==> config.mk <==
export PLATFORM = sky130hd
export DESIGN_NAME = cood_comm_dictionary
export DESIGN_NICKNAME = d
export VERILOG_FILES = /design/src/rtl/cood_pkg.sv /design/src/rtl/cood_comm_dictionary.sv
export SDC_FILE = /design/constraint.sdc
export NUM_CORES = 1
export LEC_CHECK = 0
export BUFFER_PORTS_ARGS = -buffer_cell sky130_fd_sc_hd__buf_2
export CORE_MARGIN = 8
export CORE_UTILIZATION = 40
export DETAILED_ROUTE_END_ITERATION = 10
export PLACE_DENSITY = 0.56
export SLEW_MARGIN = 30
export SYNTH_ARGS = -nofsm -noshare
export SYNTH_HDL_FRONTEND = slang
export SYNTH_SLANG_ARGS = --single-unit
export TNS_END_PERCENT = 1
==> constraint.sdc <==
create_clock -name clk_i -period 17.82 [get_ports clk_i]
set_input_delay 2.673 -clock clk_i [delete_from_list [all_inputs] [get_ports clk_i]]
set_output_delay 2.673 -clock clk_i [all_outputs]
set_load 0.05 [all_outputs]
==> src/rtl/cood_pkg.sv <==
// Constants for the communication object dictionary block
package cood_pkg;
  // Dictionary indices
  localparam logic [15:0] IDX_DEV_KIND   = 16'h1000;
  localparam logic [15:0] IDX_FAULT_CAT  = 16'h1001;
  localparam logic [15:0] IDX_FAULT_HIST = 16'h1003;
  localparam logic [15:0] IDX_SYNC_ID    = 16'h1005;
  localparam logic [15:0] IDX_GUARD      = 16'h100c;
  localparam logic [15:0] IDX_LIFE       = 16'h100d;
  localparam logic [15:0] IDX_STORE      = 16'h1010;
  localparam logic [15:0] IDX_DEFAULTS   = 16'h1011;
  localparam logic [15:0] IDX_EMCY_ID    = 16'h1014;
  localparam logic [15:0] IDX_MON_BEAT   = 16'h1016;
  localparam logic [15:0] IDX_PROD_BEAT  = 16'h1017;

  // Sub-index limits
  localparam logic [7:0]  HIST_DEPTH     = 8'h05;
  localparam logic [7:0]  TRIG_MAX_SUB   = 8'h04;
  localparam logic [7:0]  MON_ENTRIES    = 8'h01;

  // Device kind word fields; values arbitrary
  localparam logic [15:0] DEV_PROFILE    = 16'h0000;
  localparam logic [15:0] DEV_ADD_INFO   = 16'h0000;
  localparam int          DEV_PROFILE_LSB = 0;
  localparam int          DEV_ADD_LSB     = 16;

  // Fault category bit positions
  localparam int          CAT_GENERIC    = 0;
  localparam int          CAT_CURRENT    = 1;
  localparam int          CAT_VOLTAGE    = 2;
  localparam int          CAT_TEMP       = 3;
  localparam int          CAT_COMM       = 4;
  localparam int          CAT_PROFILE    = 5;
  localparam int          CAT_RESERVED   = 6;
  localparam int          CAT_MANUF      = 7;

  // Signatures
  localparam logic [31:0] SIG_STORE      = 32'h65766173;
  localparam logic [31:0] SIG_DEFAULTS   = 32'h64616f6c;
  // Capability word: bit 0 means group handled on command
  localparam logic [31:0] CAP_WORD       = 32'h00000001;

  // Monitor word layout
  localparam int          MON_NODE_LSB   = 16;
  localparam int          MON_ZERO_LSB   = 24;

  // Reset values
  localparam logic [31:0] SYNC_ID_RST    = 32'h00000080;
  localparam logic [31:0] EMCY_ID_RST    = 32'h00000080;
  localparam logic [5:0]  GUARD_RST      = 6'h00;
  localparam logic [7:0]  LIFE_RST       = 8'h00;
  localparam logic [31:0] MON_BEAT_RST   = 32'h00000000;
  localparam logic [15:0] PROD_BEAT_RST  = 16'h0000;

  // Timing
  localparam int          CLK_HZ         = 125000000;
  localparam int          MS_PER_S       = 1000;
  localparam int          MS_CYCLES      = CLK_HZ / MS_PER_S;
endpackage

==> src/rtl/cood_comm_dictionary.sv <==
// Communication-profile object dictionary with guarding and heartbeat timers
// Functional notes
// (RULE_01) Device kind word: low half profile number, high half extra info, read-only.
// (RULE_02) Fault category: 8 read-only bits, each set when its class fault occurs.
// (RULE_03) Bit 0 set whenever any fault is present.
// (RULE_04) Bits: 1 current,2 voltage,3 temperature,4 comm,5 profile,6 reserved,7 maker.
// (RULE_05) Newest fault code sits at history sub-index 1, 32-bit read-only.
// (RULE_06) New fault shifts older entries deeper, five kept, count updated.
// (RULE_07) Writing zero to history count erases the whole history.
// (RULE_08) Reading history beyond stored count gives an abort.
// (RULE_09) Guard interval in ms; zero disables guard supervision.
// (RULE_10) Life time is factor times guard interval; zero factor disables it.
// (RULE_11) Store starts only when exact store signature is written.
// (RULE_12) Store sub-index 1 all, 2 comm, 3 application, 4 drive save.
// (RULE_13) Defaults restored only when exact restore signature is written.
// (RULE_14) Restore sub-index 1 all, 2 comm, 3 application, 4 drive restore.
// (RULE_15) Reading a store or restore sub-index returns a capability word.
// (RULE_16) Emergency messages use the writable emergency identifier.
// (RULE_17) Master sets monitor time above the watched node's production period.
// (RULE_18) Monitor word: bits 31-24 zero, 23-16 node-id, 15-0 time.
// (RULE_19) Producer heartbeat period in ms; zero disables production.
// (RULE_20) Missing heartbeat or guard request within its time flags comm fault.
// (RULE_21) Wrong signature write is aborted and leaves memory untouched.
`timescale 1ns/10ps
`default_nettype none
module cood_comm_dictionary #(
  parameter int MS_CYCLES = cood_pkg::MS_CYCLES
) (
  // Clock and reset
  input  wire logic        clk_i,
  input  wire logic        rst_i,
  // Dictionary access from the SDO server
  input  wire logic        od_req_i,
  input  wire logic        od_wr_i,
  input  wire logic [15:0] od_index_i,
  input  wire logic [7:0]  od_sub_i,
  input  wire logic [31:0] od_wdata_i,
  output logic             od_ack_o,
  output logic             od_abort_o,
  output logic [31:0]      od_rdata_o,
  // Fault reporting from drive logic
  input  wire logic        fault_evt_i,
  input  wire logic [31:0] fault_code_i,
  input  wire logic [7:0]  fault_class_i,
  input  wire logic        fault_clear_i,
  // Network events
  input  wire logic        guard_req_i,
  input  wire logic        beat_seen_i,
  input  wire logic [7:0]  beat_node_i,
  // Outputs to the message layer and storage
  output logic [31:0]      sync_id_o,
  output logic [31:0]      emcy_id_o,
  output logic             beat_send_o,
  output logic             life_lost_o,
  output logic             beat_lost_o,
  output logic             store_req_o,
  output logic [2:0]       store_scope_o,
  output logic             restore_req_o,
  output logic [2:0]       restore_scope_o
);

  logic [31:0] hist_reg [5];
  logic [7:0]  hist_cnt_reg;
  logic [7:0]  cat_reg;
  logic [31:0] sync_id_reg;
  logic [31:0] emcy_id_reg;
  logic [5:0]  guard_reg;
  logic [7:0]  life_reg;
  logic [31:0] mon_reg;
  logic [15:0] prod_reg;
  logic [31:0] ms_cnt_reg;
  logic        ms_tick;
  logic [13:0] life_ms_reg;
  logic [15:0] mon_ms_reg;
  logic [15:0] prod_ms_reg;
  logic [13:0] life_limit;
  logic        comm_fault;

  // Access decode
  logic        wr;
  logic        rd;
  logic        is_trig;
  logic        trig_sub_ok;
  logic        hist_clear;
  logic        bad;
  logic [31:0] rdata_next;

  assign wr = od_req_i & od_wr_i;
  assign rd = od_req_i & ~od_wr_i;
  assign is_trig = (od_index_i == cood_pkg::IDX_STORE) || (od_index_i == cood_pkg::IDX_DEFAULTS);
  assign trig_sub_ok = (od_sub_i != 8'h00) && (od_sub_i <= cood_pkg::TRIG_MAX_SUB);
  assign hist_clear = wr && (od_index_i == cood_pkg::IDX_FAULT_HIST) && (od_sub_i == 8'h00)
                      && (od_wdata_i == 32'h00000000); // RULE_07

  // Read mux and refusal decision
  always_comb begin
    rdata_next = 32'h00000000;
    bad = 1'b0;
    case (od_index_i)
      cood_pkg::IDX_DEV_KIND: begin
        rdata_next[cood_pkg::DEV_PROFILE_LSB +: 16] = cood_pkg::DEV_PROFILE; // RULE_01
        rdata_next[cood_pkg::DEV_ADD_LSB +: 16]     = cood_pkg::DEV_ADD_INFO; // RULE_01
        bad = od_wr_i || (od_sub_i != 8'h00);
      end
      cood_pkg::IDX_FAULT_CAT: begin
        rdata_next[7:0] = cat_reg; // RULE_02
        bad = od_wr_i || (od_sub_i != 8'h00);
      end
      cood_pkg::IDX_FAULT_HIST: begin
        if (od_sub_i == 8'h00) begin
          rdata_next[7:0] = hist_cnt_reg;
          // Only zero is a legal count write
          bad = od_wr_i && (od_wdata_i != 32'h00000000); // RULE_07
        end else begin
          bad = od_wr_i || (od_sub_i > hist_cnt_reg); // RULE_08
          if (od_sub_i <= cood_pkg::HIST_DEPTH) begin
            rdata_next = hist_reg[3'(od_sub_i - 8'h01)]; // RULE_05
          end
        end
      end
      cood_pkg::IDX_SYNC_ID: begin
        rdata_next = sync_id_reg;
        bad = (od_sub_i != 8'h00);
      end
      cood_pkg::IDX_GUARD: begin
        rdata_next[5:0] = guard_reg;
        bad = (od_sub_i != 8'h00);
      end
      cood_pkg::IDX_LIFE: begin
        rdata_next[7:0] = life_reg;
        bad = (od_sub_i != 8'h00);
      end
      cood_pkg::IDX_STORE, cood_pkg::IDX_DEFAULTS: begin
        if (od_sub_i == 8'h00) begin
          rdata_next[7:0] = cood_pkg::TRIG_MAX_SUB;
          bad = od_wr_i;
        end else if (trig_sub_ok) begin
          rdata_next = cood_pkg::CAP_WORD; // RULE_15
          if (od_index_i == cood_pkg::IDX_STORE) begin
            bad = od_wr_i && (od_wdata_i != cood_pkg::SIG_STORE); // RULE_11 RULE_21
          end else begin
            bad = od_wr_i && (od_wdata_i != cood_pkg::SIG_DEFAULTS); // RULE_13 RULE_21
          end
        end else begin
          bad = 1'b1;
        end
      end
      cood_pkg::IDX_EMCY_ID: begin
        rdata_next = emcy_id_reg;
        bad = (od_sub_i != 8'h00);
      end
      cood_pkg::IDX_MON_BEAT: begin
        if (od_sub_i == 8'h00) begin
          rdata_next[7:0] = cood_pkg::MON_ENTRIES;
          bad = od_wr_i;
        end else if (od_sub_i == cood_pkg::MON_ENTRIES) begin
          rdata_next = mon_reg;
          // Upper byte must stay zero
          bad = od_wr_i && (od_wdata_i[31:cood_pkg::MON_ZERO_LSB] != 8'h00); // RULE_18
        end else begin
          bad = 1'b1;
        end
      end
      cood_pkg::IDX_PROD_BEAT: begin
        rdata_next[15:0] = prod_reg;
        bad = (od_sub_i != 8'h00);
      end
      default: begin
        bad = 1'b1;
      end
    endcase
  end

  // Answer one cycle after the request
  always_ff @(posedge clk_i or posedge rst_i) begin
    if (rst_i) begin
      od_ack_o   <= 1'b0;
      od_abort_o <= 1'b0;
      od_rdata_o <= 32'h00000000;
    end else begin
      od_ack_o   <= od_req_i;
      od_abort_o <= od_req_i & bad; // RULE_08 RULE_21
      od_rdata_o <= (rd && !bad) ? rdata_next : 32'h00000000;
    end
  end

  // Writable communication entries; refused writes leave them alone
  always_ff @(posedge clk_i or posedge rst_i) begin
    if (rst_i) begin
      sync_id_reg <= cood_pkg::SYNC_ID_RST;
    end else if (wr && !bad && od_index_i == cood_pkg::IDX_SYNC_ID) begin
      sync_id_reg <= od_wdata_i;
    end
  end

  always_ff @(posedge clk_i or posedge rst_i) begin
    if (rst_i) begin
      emcy_id_reg <= cood_pkg::EMCY_ID_RST;
    end else if (wr && !bad && od_index_i == cood_pkg::IDX_EMCY_ID) begin
      emcy_id_reg <= od_wdata_i; // RULE_16
    end
  end

  always_ff @(posedge clk_i or posedge rst_i) begin
    if (rst_i) begin
      guard_reg <= cood_pkg::GUARD_RST;
    end else if (wr && !bad && od_index_i == cood_pkg::IDX_GUARD) begin
      guard_reg <= od_wdata_i[5:0]; // RULE_09
    end
  end

  always_ff @(posedge clk_i or posedge rst_i) begin
    if (rst_i) begin
      life_reg <= cood_pkg::LIFE_RST;
    end else if (wr && !bad && od_index_i == cood_pkg::IDX_LIFE) begin
      life_reg <= od_wdata_i[7:0]; // RULE_10
    end
  end

  always_ff @(posedge clk_i or posedge rst_i) begin
    if (rst_i) begin
      mon_reg <= cood_pkg::MON_BEAT_RST;
    end else if (wr && !bad && od_index_i == cood_pkg::IDX_MON_BEAT) begin
      mon_reg <= od_wdata_i; // RULE_18
    end
  end

  always_ff @(posedge clk_i or posedge rst_i) begin
    if (rst_i) begin
      prod_reg <= cood_pkg::PROD_BEAT_RST;
    end else if (wr && !bad && od_index_i == cood_pkg::IDX_PROD_BEAT) begin
      prod_reg <= od_wdata_i[15:0]; // RULE_19
    end
  end

  assign sync_id_o = sync_id_reg;
  assign emcy_id_o = emcy_id_reg; // RULE_16

  // Store and restore requests; memory itself lives outside
  always_ff @(posedge clk_i or posedge rst_i) begin
    if (rst_i) begin
      store_req_o     <= 1'b0;
      store_scope_o   <= 3'h0;
      restore_req_o   <= 1'b0;
      restore_scope_o <= 3'h0;
    end else begin
      store_req_o   <= wr && !bad && is_trig && trig_sub_ok
                       && (od_index_i == cood_pkg::IDX_STORE); // RULE_11
      restore_req_o <= wr && !bad && is_trig && trig_sub_ok
                       && (od_index_i == cood_pkg::IDX_DEFAULTS); // RULE_13
      if (wr && !bad && is_trig && trig_sub_ok) begin
        if (od_index_i == cood_pkg::IDX_STORE) begin
          store_scope_o <= od_sub_i[2:0]; // RULE_12
        end else begin
          restore_scope_o <= od_sub_i[2:0]; // RULE_14
        end
      end
    end
  end

  // Fault history; a new fault in the clearing cycle survives as entry 1
  always_ff @(posedge clk_i or posedge rst_i) begin
    if (rst_i) begin
      hist_cnt_reg <= 8'h00;
      for (int i = 0; i < 5; i++) begin
        hist_reg[i] <= 32'h00000000;
      end
    end else if (fault_evt_i) begin
      hist_reg[0] <= fault_code_i; // RULE_05
      for (int i = 1; i < 5; i++) begin
        hist_reg[i] <= hist_clear ? 32'h00000000 : hist_reg[i-1]; // RULE_06
      end
      if (hist_clear) begin
        hist_cnt_reg <= 8'h01;
      end else if (hist_cnt_reg < cood_pkg::HIST_DEPTH) begin
        hist_cnt_reg <= hist_cnt_reg + 8'h01; // RULE_06
      end
    end else if (hist_clear) begin
      hist_cnt_reg <= 8'h00; // RULE_07
      for (int i = 0; i < 5; i++) begin
        hist_reg[i] <= 32'h00000000;
      end
    end
  end

  // Fault category flags; setting wins over clearing
  always_ff @(posedge clk_i or posedge rst_i) begin
    if (rst_i) begin
      cat_reg <= 8'h00;
    end else begin
      cat_reg[7:1] <= (fault_clear_i ? 7'h00 : cat_reg[7:1])
                      | (fault_evt_i ? fault_class_i[7:1] : 7'h00) // RULE_02 RULE_04
                      | {3'h0, comm_fault, 3'h0}; // RULE_04 RULE_20
      cat_reg[cood_pkg::CAT_GENERIC] <= (~fault_clear_i & cat_reg[cood_pkg::CAT_GENERIC])
                                        | fault_evt_i | comm_fault; // RULE_03
    end
  end

  // Millisecond base; long count kept as a parameter for simulation
  assign ms_tick = (ms_cnt_reg == 32'(MS_CYCLES - 1));

  always_ff @(posedge clk_i or posedge rst_i) begin
    if (rst_i) begin
      ms_cnt_reg <= 32'h00000000;
    end else begin
      ms_cnt_reg <= ms_tick ? 32'h00000000 : ms_cnt_reg + 32'h00000001;
    end
  end

  // Life time supervision
  assign life_limit = 14'(guard_reg) * 14'(life_reg); // RULE_10

  always_ff @(posedge clk_i or posedge rst_i) begin
    if (rst_i) begin
      life_ms_reg <= 14'h0000;
      life_lost_o <= 1'b0;
    end else begin
      life_lost_o <= 1'b0;
      if (guard_req_i || guard_reg == 6'h00 || life_reg == 8'h00) begin
        life_ms_reg <= 14'h0000; // RULE_09 RULE_10
      end else if (ms_tick) begin
        if (life_ms_reg + 14'h0001 >= life_limit) begin
          life_lost_o <= 1'b1; // RULE_20
          life_ms_reg <= 14'h0000;
        end else begin
          life_ms_reg <= life_ms_reg + 14'h0001;
        end
      end
    end
  end

  // Consumer heartbeat supervision for the configured node
  always_ff @(posedge clk_i or posedge rst_i) begin
    if (rst_i) begin
      mon_ms_reg  <= 16'h0000;
      beat_lost_o <= 1'b0;
    end else begin
      beat_lost_o <= 1'b0;
      if (mon_reg[15:0] == 16'h0000
          || (beat_seen_i && beat_node_i == mon_reg[cood_pkg::MON_NODE_LSB +: 8])) begin
        mon_ms_reg <= 16'h0000; // RULE_18
      end else if (ms_tick) begin
        if (mon_ms_reg + 16'h0001 >= mon_reg[15:0]) begin
          beat_lost_o <= 1'b1; // RULE_20
          mon_ms_reg  <= 16'h0000;
        end else begin
          mon_ms_reg <= mon_ms_reg + 16'h0001;
        end
      end
    end
  end

  assign comm_fault = life_lost_o | beat_lost_o; // RULE_20

  // Heartbeat production
  always_ff @(posedge clk_i or posedge rst_i) begin
    if (rst_i) begin
      prod_ms_reg <= 16'h0000;
      beat_send_o <= 1'b0;
    end else begin
      beat_send_o <= 1'b0;
      if (prod_reg == 16'h0000) begin
        prod_ms_reg <= 16'h0000; // RULE_19
      end else if (ms_tick) begin
        if (prod_ms_reg + 16'h0001 >= prod_reg) begin
          beat_send_o <= 1'b1; // RULE_19
          prod_ms_reg <= 16'h0000;
        end else begin
          prod_ms_reg <= prod_ms_reg + 16'h0001;
        end
      end
    end
  end

endmodule
`default_nettype wire

# Word-level counts from Yosys, hierarchy flattened
# Index checks and enable logic that the tools add are counted.
dict set report totals {
  ff_bits 425
  output_inout_bits 109
}
dict set report classes {
  multipliers 1
  eq_ne 16
  n_lt_le_gt_ge 8
  bitwise_logic 13
  addsub 6
  mux 54
  reduce_logical 48
}
# op n
set ops {}
lappend ops {{two-way mux 160 bit} 2}
lappend ops {{two-way mux 32 bit} 10}
lappend ops {{== test 16 x 13 -> 1 bit, second input constant} 11}
lappend ops {{binary-select mux 32 bit (select 3 bit)} 1}
lappend ops {{two-way mux 16 bit} 6}
lappend ops {{one-hot mux 16 bit (5 select lines)} 1}
lappend ops {{inequality test 32 x 31 -> 1 bit, second input constant} 2}
lappend ops {{one-hot mux 6 bit (9 select lines)} 1}
lappend ops {{two-way mux 24 bit} 2}
lappend ops {{two-way mux 8 bit} 6}
lappend ops {{one-hot mux 8 bit (6 select lines)} 1}
lappend ops {{two-way mux 14 bit} 3}
lappend ops {{adder 16 x 1 -> 16 bit, second input constant} 2}
lappend ops {{adder 32 x 1 -> 32 bit, second input constant} 1}
lappend ops {{== test 32 x 17 -> 1 bit, second input constant} 1}
lappend ops {{>= comparator 16 bit} 2}
lappend ops {{logical NOT 16 bit} 2}
lappend ops {{logical NOT 32 bit} 1}
lappend ops {{nonzero test 32 bit} 1}
lappend ops {{logical AND 1 bit} 21}
lappend ops {{<= comparator 8 x 3 -> 1 bit, second input constant} 2}
lappend ops {{logical NOT 8 bit} 2}
lappend ops {{two-way mux 1 bit} 16}
lappend ops {{one-hot mux 2 bit (8 select lines)} 1}
lappend ops {{other kinds (27)} 48}

# Longest topological paths before layout
# Gate-level depths: netlist (run 1).
dict set report logic_depth {
  depth_word 11
  ltp_mapped 23
  mapped_depth_nobuf 21
}

# Least setup slack after synthesis (run 1)
# OpenSTA, ideal clock, no wires.
dict set report synth_path {
  path_type {input port to flip-flop}
  from {input od_sub_i[0]}
  to {register prod_reg[0]}
  path_stages 13
  required_time_ns 17.695
  arrival_time_ns 6.218
  setup_time_ns 0.125
  path_slack_ns 11.477
  path_cell_list {clkbuf_1 > clkbuf_1 > clkbuf_1 > inv_1 > ha_1 > xor2_1 > nor3_1 > nand3b_1 > o211ai_1 > nand2_1 > nor3b_2 > buf_4 > mux2_2}
}
dict set report synth_between {
  elab_chain_len 8
  word_cells_on_any_way 17
  cone_classes {order compare (2); eq/ne (1); mux (6); reduce/logical (8)}
}
# item line_no
set synth_rtl {}
lappend synth_rtl {{start, declared} cood_comm_dictionary.sv:36} ;# input wire logic [7:0] od_sub_i,
lappend synth_rtl {{<= comparator 8 x 3 -> 1 bit / nonzero test 8 bit (equally long branches)} {cood_comm_dictionary.sv:91, cood_comm_dictionary.sv:103, cood_comm_dictionary.sv:107}}
lappend synth_rtl {{logical AND 1 bit} cood_comm_dictionary.sv:91} ;# assign trig_sub_ok = (od_sub_i != 8'h00) && (od_sub_i <= cood_pkg::TRIG_MAX_SUB);
lappend synth_rtl {{two-way mux 1 bit} cood_comm_dictionary.sv:137} ;# end else if (trig_sub_ok) begin
lappend synth_rtl {{two-way mux 1 bit} cood_comm_dictionary.sv:134} ;# if (od_sub_i == 8'h00) begin
lappend synth_rtl {{one-hot mux 1 bit (5 select lines) (*)} cood_comm_dictionary.sv:99} ;# case (od_index_i)
lappend synth_rtl {{logical NOT 1 bit (*)} cood_comm_dictionary.sv:231} ;# end else if (wr && !bad && od_index_i == cood_pkg::IDX_PROD_BEAT) begin
lappend synth_rtl {{logical AND 1 bit (*) (2 in series)} cood_comm_dictionary.sv:231}
lappend synth_rtl {{end signal, assigned} cood_comm_dictionary.sv:230} ;# prod_reg <= cood_pkg::PROD_BEAT_RST;
lappend synth_rtl {{end signal, assigned} cood_comm_dictionary.sv:232} ;# prod_reg <= od_wdata_i[15:0];
lappend synth_rtl {{end, declared} cood_comm_dictionary.sv:70} ;# logic [15:0] prod_reg;
# Mark *: on every way between the ends. The rest lies on a longest branch, timed or not.
# A chain may end at the register's enable or synchronous reset.

# Worst setup path after layout (run 1)
dict set report layout_path {
  from {input od_sub_i[5]}
  to {register hist_reg[50] in the netlist's numbering}
}
dict set report layout_between {
  elab_chain_len 5
  word_cells_on_any_way 6
  cone_classes {mux (2); reduce/logical (4)}
}
# item line_no
set layout_rtl {}
lappend layout_rtl {{logical NOT 8 bit (*)} cood_comm_dictionary.sv:92} ;# assign hist_clear = wr && (od_index_i == cood_pkg::IDX_FAULT_HIST) && (od_sub_i == 8'h00)
lappend layout_rtl {{logical AND 1 bit (*)} cood_comm_dictionary.sv:92}
lappend layout_rtl {{logical AND 1 bit (*)} cood_comm_dictionary.sv:93} ;# && (od_wdata_i == 32'h00000000);
lappend layout_rtl {{two-way mux 32 bit} cood_comm_dictionary.sv:271} ;# hist_reg[i] <= hist_clear ? 32'h00000000 : hist_reg[i-1];
lappend layout_rtl {{two-way mux 160 bit} cood_comm_dictionary.sv:268} ;# end else if (fault_evt_i) begin
lappend layout_rtl {{end signal, assigned by index} cood_comm_dictionary.sv:271}
lappend layout_rtl {{end, declared} cood_comm_dictionary.sv:62} ;# logic [31:0] hist_reg [5];
# Marks and branches as above.

==> results.md, run 1 <==
* Vias in the first global route at approximately 17,000
* Leading post-synthesis cells by cell area: sky130_fd_sc_hd__dfrtp_1, sky130_fd_sc_hd__mux2i_1, sky130_fd_sc_hd__mux2_2, sky130_fd_sc_hd__ha_1, sky130_fd_sc_hd__nor2_1
* Number of standard-cell rows in the floorplan at 87
* Total power draw at between 2 and 2.5 mW
* Core Box Area at between 50,000 and 60,000 sq um
* Sequential share of the synthesized area at 0.466
* CP Capture Type: register
* Startpoint type of the worst setup path: input pin
* Clock-pin slew reported for the worst setup and hold paths after clock tree synthesis at 0.06 ns
* Switching part of the total at 0.253
* Buffers inserted by post-CTS timing repair at 0
* First-pass GRT wire length at 104 mm
* Via Count at 17,400
* Worst setup path endpoint: hist_reg[50]$_DFFE_PP0P_
* FMAX at about 160 MHz
* Total power per unit cell area at around 90 nW/um^2
* Clk pwr share at 0.445
* Final period util at 0.362
* Sinks on Clock Net at ~430
* Vertical die dimension at around 250 microns
* Count of buffers inserted at the top-level ports at 219
* Post-Syn Area per Cell at 10.6 sq um
* Global-route total usage across every layer at 0.201
* Class of the tightest hold or removal check: register to register
* Ys async rst share at 1.00
* Placed instance count at 3,033
* Reg-to-reg endpoint: life_ms_reg[12]$_DFFE_PP0P_
* Portion of total power attributed to combinational logic at 0.091
* Clk_skew at around 0.053 ns
* TritonCTS clock tree: built
* Worst-path fanout max at between 70 and 80
* Count of endpoints failing hold in the final timing report at 0
* Total Die Area at 65,000 sq um
* I/O pin total at between 200 and 250
* Smallest hold slack at 0.476 ns
* Switching power of the nets at between 0.5 and 0.6 mW
* Total DRC errors in the routed layout at 0
* Total of cells resized after clock tree synthesis at 0
* Leakage power figure at 13.1 nW
* Synth warnings at 0
* Cell count after synthesis at roughly 2,200
* Count of max-cap constraint violations at 0
* Pint at about 1.7 mW
* Pins over their slew limit at 0
* Routability congestion estimate at ~0.87
* Fraction of the core area covered by cells at the end of the flow at 0.469
* Number of enable-type register cells in the synthesized netlist at 0
* Leading cell types by count after synthesis: sky130_fd_sc_hd__dfrtp_1, sky130_fd_sc_hd__nor2_1, sky130_fd_sc_hd__nand2_1
* Total standard cell area after synthesis at 22,800 sq um
* Antenna Violating Nets Remaining at 0
* Worst max-slew margin expressed relative to the limit at 0.321
* Summed negative setup slack over all endpoints at 0 ns
* Net Count, Synth at 2,372
* DRC marker count from the first detailed-route iteration at 1,297
* Most used DFF post-synth: sky130_fd_sc_hd__dfrtp_1
* Top-count cell post-synth: sky130_fd_sc_hd__dfrtp_1
* Vias per inst at 5.57
* Minimum period implied by the final worst setup slack at 6.45 ns
* Cell type contributing the most total cell area after synthesis: sky130_fd_sc_hd__dfrtp_1
* Root buffer cell: sky130_fd_sc_hd__clkbuf_16
* CTS hold repair buffers at 0
* CTS H-tree lvls at 2
* Fin nets at around 2,600
* Clock Latency Late Sink at about 0.61 ns
* Initial antenna violation count at 1
* Routed len/inst at approximately 21 microns
* Minimum setup slack among reg-to-reg paths at about 12 ns
* Status: finished, final reports clean
* Setup violations, final at 0
* Routed Wire Length at between 60 and 70 mm
* Required time at the worst-slack endpoint at 18.27 ns
* Fraction of power consumed by sequential logic at 0.464
* Width of the die at between 200 and 300 microns
* Top cell type's share of synthesized area at 0.464
* Unrepaired setup endpoints after global routing: false
* Share of final-layout standard cells stronger than drive strength 1 at 0.214
* Arrival time at the worst endpoint at between 6 and 7 ns
* Count of different cell masters after synthesis at 70
* Area growth from synthesis to layout at 15.9%
* Post-detailed-placement half-perimeter wirelength at approximately 47 mm
* Initial Utilization at 0.405
* Router iterations before antenna repair at 5
* Total clock buffers created by CTS at 48
* Maximum ir drop on the vdd rail at 64.9 uV
* Category of the critical setup timing path: input pin to register
* Flip-flop count of the largest register, all copies and words added at 160
* Sum of overflow across all layers after global routing at 0
* Max clock buf depth at 3
* Source of the critical timing path: od_sub_i[5]
* Final instance count without filler cells at between 3,000 and 4,000
* Transition at the pin with the smallest max-transition slack at between 1 and 1.5 ns
* Largest net degree at the start of global routing at 170
* Number of synthesized register bits at between 400 and 500
* Beginning of the worst register-to-register path: guard_reg[2]$_DFFE_PP0P_
* Worst R2R Path Depth at 18
==> power by group through the flow <==
stage,Combinational (mW),Sequential [mW],Clock [mW]
after floorplan,0.142,1.08,0
after global placement,0.204,1.09,0
after detailed placement,0.210,1.10,0
after CTS,0.211,1.08,1.06
after global routing,0.236,1.09,1.10
final,0.211,1.08,1.03
==> area by class of cell <==
cell class | instances | area (sq um)
repair buffers | 250 | 1400
flip-flops and latches | 425 | 10600
clock inverters | 20 | 262
multi-input cells | 1515 | 11500
diodes | 1 | 2.50
clock buffers | 68 | 1410
well taps | 756 | 946
inverters | 91 | 349
fillers | 5356 | 29900
==> per-layer routing <==
layer | share of wire | GRT usage
met5 | 0 | 0
met1 | 0.47 | 0.287
met3 | 0.067 | 0.0372
met2 | 0.45 | 0.316
met4 | 0.020 | 0.0476
==> critical path, stage by stage <==
cell and delay, ns:
sky130_fd_sc_hd__buf_2 0.11, sky130_fd_sc_hd__or4_4 0.56, sky130_fd_sc_hd__or4b_1 0.92, sky130_fd_sc_hd__buf_4 0.38, sky130_fd_sc_hd__or4_4 0.57, sky130_fd_sc_hd__inv_1 0.09, sky130_fd_sc_hd__and3_4 0.62, sky130_fd_sc_hd__buf_4 0.75
sky130_fd_sc_hd__nor2_1 0.12
==> worst min-delay path by stage <==
stage,startpoint,endpoint,slack [ns],cells past startpoint
floorplan,ms_cnt_reg[31]$_DFF_PP0_,ms_cnt_reg[31]$_DFF_PP0_,0.45,1
global placement,ms_cnt_reg[31]$_DFF_PP0_,ms_cnt_reg[31]$_DFF_PP0_,0.47,1
detailed placement,ms_cnt_reg[31]$_DFF_PP0_,ms_cnt_reg[31]$_DFF_PP0_,0.47,1
CTS,ms_cnt_reg[31]$_DFF_PP0_,ms_cnt_reg[31]$_DFF_PP0_,0.48,1
global route,ms_cnt_reg[31]$_DFF_PP0_,ms_cnt_reg[31]$_DFF_PP0_,0.50,1
finish,ms_cnt_reg[31]$_DFF_PP0_,ms_cnt_reg[31]$_DFF_PP0_,0.48,1
==> placed cells by master, fill, tap and decap left out, types with 10 or more instances in the layout <==
| cell | count |
|---|---|
| sky130_fd_sc_hd__inv_1 | 89 |
| sky130_fd_sc_hd__o2bb2ai_1 | 16 |
| sky130_fd_sc_hd__clkbuf_16 | 48 |
| sky130_fd_sc_hd__xor2_1 | 35 |
| sky130_fd_sc_hd__and2_1 | 51 |
| sky130_fd_sc_hd__buf_2 | 218 |
| sky130_fd_sc_hd__ha_1 | 85 |
| sky130_fd_sc_hd__nor2b_1 | 21 |
| sky130_fd_sc_hd__clkbuf_8 | 13 |
| sky130_fd_sc_hd__o21ai_0 | 88 |
| sky130_fd_sc_hd__a21o_1 | 23 |
| sky130_fd_sc_hd__nor3_1 | 23 |
| sky130_fd_sc_hd__o22ai_1 | 11 |
| sky130_fd_sc_hd__clkinv_2 | 10 |
| sky130_fd_sc_hd__mux2_2 | 110 |
| sky130_fd_sc_hd__nand4_1 | 26 |
| sky130_fd_sc_hd__nor2_1 | 191 |
| sky130_fd_sc_hd__nor4_1 | 24 |
| sky130_fd_sc_hd__a22oi_1 | 22 |
| sky130_fd_sc_hd__xnor2_1 | 43 |
| sky130_fd_sc_hd__fa_1 | 25 |
| sky130_fd_sc_hd__mux4_2 | 32 |
| sky130_fd_sc_hd__nand2_1 | 186 |
| sky130_fd_sc_hd__mux2i_1 | 130 |
| sky130_fd_sc_hd__a22o_1 | 25 |
| sky130_fd_sc_hd__and3_1 | 51 |
| sky130_fd_sc_hd__a211oi_1 | 10 |
| sky130_fd_sc_hd__buf_4 | 25 |
| sky130_fd_sc_hd__nand3_1 | 47 |
| sky130_fd_sc_hd__a222oi_1 | 20 |
| sky130_fd_sc_hd__dfrtp_1 | 423 |
| sky130_fd_sc_hd__a21oi_1 | 75 |
==> kinds of logic after synthesis <==
family,Yosys count,share of synthesized area
DFF,425,0.466
buffers and inverters,210,0.0356
and+or+nand+nor,698,0.151
AOI/OAI and AO/OA,355,0.106
adders and majority gates,110,0.0685
muxes,272,0.143
xor gates and xnor gates,80,0.0307
==> per-stage QoR <==
| stage | cell area (sq um) | worst slack [ns] |
|---|---|---|
| 6_report | 26500 | 11.37 |
| 5_1_grt | 26500 | 11.22 |
| 4_1_cts | 26400 | 11.43 |
| 3_5_place_dp | 24700 | 10.78 |
| 3_3_place_gp | 24700 | 10.84 |
| 2_1_floorplan | 22800 | 3.32 |
No activity file was read; power rests on OpenSTA's default activity.
==> inputs of run 2 (changes only) <==
Clock period 17.82 ns to 6.4 ns, I/O delays scaled along.
==> run 2 against run 1 <==
  * Global-route usage up 0.21 points
  * Critical path depth up 11
  * Count of clock-buffer cells in the layout up 2
  * Hold slack worse by 0.0015 ns
  * Sequential power rose to 2.8 times the previous value
  * Flip-flop and latch count unchanged
  * Via count up 0.56%
  * Non-clock buffer count up 2
  * Clock skew down 0.032 ns
  * Largest cell class unchanged
==> results.md, run 2 (synthesis gave the netlist of run 1 again) <==
* Status: finished, final reports clean (unchanged)
* Post-detailed-placement half-perimeter wirelength at 47.4 mm (was 46.6 mm)
* Share of final-layout standard cells stronger than drive strength 1 at 0.211 (was 0.214)
* Dpl ws at 0.869 ns (was 10.78 ns)
* Count of buffers inserted at the top-level ports at 219 (unchanged)
* Most frequent cells in the layout: sky130_fd_sc_hd__dfrtp_1, sky130_fd_sc_hd__buf_2, sky130_fd_sc_hd__nor2_1 (unchanged)
* Transition at the pin with the smallest max-transition slack at 1.00 ns (was 1.01 ns)
* Initial Utilization at 0.405 (unchanged)
* Total power per unit cell area at 238 nW/um^2 (was 87.8 nW/um^2)
* Setup violations, final at 0 (unchanged)
* Total power draw at 6.28 mW (was 2.32 mW)
* Most frequent standard cell in the layout excluding fill and tap cells: sky130_fd_sc_hd__dfrtp_1 (unchanged)
* Clk_skew at 0.0216 ns (was 0.0534 ns)
* Startpoint type of the worst setup path: register (was input pin)
* Worst max-slew margin expressed relative to the limit at 0.332 (was 0.321)
* Delay-heaviest family, CP: adder cells (was simple AND/OR/NAND/NOR gates)
* Total clock buffers created by CTS at 48 (unchanged)
* Category of the critical setup timing path: register to register (was input pin to register)
* Width of the die at 255 microns (unchanged)
* TritonCTS clock tree: built (unchanged)
* Slowest cell on the critical path: sky130_fd_sc_hd__fa_1 (was sky130_fd_sc_hd__or4b_1)
* Total placed instance area at 24,800 sq um (was 24,700 sq um)
* CTS H-tree lvls at 2 (unchanged)
* Class of the tightest hold or removal check: register to register (unchanged)
* Routability congestion estimate at 0.885 (was 0.874)
* FMAX at 180 MHz
* Leakage power figure at 13.0 nW (was 13.1 nW)
* Buffers inserted by post-CTS timing repair at 0 (unchanged)
* Max clock buf depth at 3 (unchanged)
* Critical path's most frequent cell: sky130_fd_sc_hd__a21o_1
* Count of max-cap constraint violations at 0 (unchanged)
* CTS hold repair buffers at 0 (unchanged)
* Number of fill cells in the layout at 5,450 (was 5,356)
* Vertical die dimension at 255 microns (unchanged)
* Required time at the worst-slack endpoint at 6.92 ns (was 18.27 ns)
* Minimum period implied by the final worst setup slack at 5.55 ns
* Arrival time at the worst endpoint at 6.07 ns (was 6.90 ns)
* Summed negative setup slack over all endpoints at 0 ns (unchanged)
* Clock-pin slew reported for the worst setup and hold paths after clock tree synthesis at 0.06 ns (about the same)
* Global-route total usage across every layer at 0.203 (was 0.201)
* Cell-by-cell trace of the critical path: and2_1 > fa_1 > inv_1 > fa_1 > fa_1 > inv_1 > ha_1 > a21oi_1 > o21ai_0 > a2111o_1 > nand2_1 > xor2_1 > ha_1 > a21o_1 > a21o_1 > a21o_1 > a21o_1 > or3_1 > nor3b_1 > a21o_1 (was buf_2 > or4_4 > or4b_1 > buf_4 > or4_4 > inv_1 > and3_4 > buf_4 > nor2_1)
* I/O pin total at 221 (unchanged)
* Routed Wire Length at 66.7 mm (was 65.9 mm)
* Flip-flop count of the largest register, all copies and words added at 160 (unchanged)
* Root buffer cell: sky130_fd_sc_hd__clkbuf_16 (unchanged)
* First-pass GRT wire length at 104 mm (about the same)
* Total of cells resized after clock tree synthesis at 0 (unchanged)
* CP Capture Type: register (unchanged)
* Fin nets at 2,555 (was 2,553)
* Unrepaired setup endpoints after global routing: false (unchanged)
* Largest net degree at the start of global routing at 139 (was 170)
* Vias in the first global route at 17,800 (was 17,500)
* Via Count at 17,500 (was 17,400)
* Summed area of non-filler cells in the final layout at 26,300 sq um (was 26,500 sq um)
* Sum of overflow across all layers after global routing at 0 (unchanged)
* Core Box Area at 56,400 sq um (unchanged)
* Clock Latency Late Sink at 0.60 ns (was 0.61 ns)
* Area of the multi-input gates at 11,500 sq um (about the same)
* Vias per inst at 5.61 (was 5.57)
* Worst-path fanout max at 9 (was 79)
* Sinks on Clock Net at 425 (unchanged)
* Total Die Area at 65,000 sq um (unchanged)
* Maximum ir drop on the vdd rail at 160 uV (was 64.9 uV)
* Pins over their slew limit at 0 (unchanged)
* Area growth from synthesis to layout at 15.4% (was 15.9%)
* Total DRC errors in the routed layout at 0 (unchanged)
* Router iterations before antenna repair at 8 (was 5)
* Count of buffer and inverter cells on the critical path at 2 (was 4)
* Number of standard-cell rows in the floorplan at 87 (unchanged)
* Max stage delay on crit path at 0.55 ns (was 0.92 ns)
* Initial antenna violation count at 3 (was 1)
* Setup slack after layout at 0.852 ns (was 11.37 ns)
* Sequential cell area in the final layout at 10,600 sq um (unchanged)
* Final period util at 0.867
* Routed len/inst at 21.4 microns (was 21.1 microns)
* Count of endpoints failing hold in the final timing report at 0 (unchanged)
* DRC marker count from the first detailed-route iteration at 1,412 (was 1,297)
* Antenna Violating Nets Remaining at 0 (unchanged)
==> run 2: cell types whose count changed in the layout (fill, tap and decap cells not counted), sizes merged <==
cell,delta
clkinv,-7
buf,+2
bufinv,-2
clkbuf,+2
clkinvlp,+1
inv,-1
==> run 2: worst paths after layout <==
path	start	endpoint	slack, ns	cells past startpoint
max	life_reg[3]$_DFFE_PP0P_	life_ms_reg[8]$_DFFE_PP0P_	0.85	20
min	ms_cnt_reg[31]$_DFF_PP0_	ms_cnt_reg[31]$_DFF_PP0_	0.47	1
max reg2reg	life_reg[3]$_DFFE_PP0P_	life_ms_reg[8]$_DFFE_PP0P_	0.85	20
min reg2reg	ms_cnt_reg[31]$_DFF_PP0_	ms_cnt_reg[31]$_DFF_PP0_	0.47	1
max in group asynchronous	rst_i	hist_reg[86]$_DFFE_PP0P_	4.68	3
min in group asynchronous	rst_i	store_scope_o[1]$_DFFE_PP0P_	0.48	2
==> run 2: report_power, final <==
group	internal (mW)	total (mW)	leakage, nW	switching [mW]
sequential	2.88	3.00	5.50	0.127
clock	1.57	2.70	0.747	1.12
combinational	0.249	0.580	6.79	0.331
total	4.70	6.28	13.0	1.58
==> run 2: layout make-up <==
cell class	count	share of cell area
clock buffer	70	0.0525
sequential	425	0.404
inverter	91	0.0131
antenna	1	0.0000950
clock inverter	11	0.00522
tap	756	0.0359
multi-input combinational	1515	0.435
timing repair buffer	252	0.0542
==> run 2: layer usage <==
layer	track usage	part of all wire	up-vias
met5	0	0	-
met4	0.0582	0.025	0
met3	0.0298	0.061	99
met2	0.327	0.46	477
met1	0.284	0.45	8878
li1	-	-	8065
==> run 2: per-stage QoR <==
step | hold slack, ns | std cells | util
after floorplan | 0.447 | 2150 | -
after global placement | 0.464 | 3037 | 0.439
after detailed placement | 0.467 | 3038 | 0.440
after CTS | 0.466 | 3119 | 0.467
after global routing | 0.491 | 3121 | 0.467
final | 0.474 | 3121 | 0.467
==> run 2: worst register-to-register path, delay by kind of cell, from the launching register on <==
family	cells	cell delay, ns
adder cells (fa/ha/maj)	5	2.14
buffers and inverters	2	0.10
AO/OA/AOI/OAI	8	1.63
XOR/XNOR	1	0.15
flip-flops	1	0.49
AND/OR/NAND/NOR	4	0.99
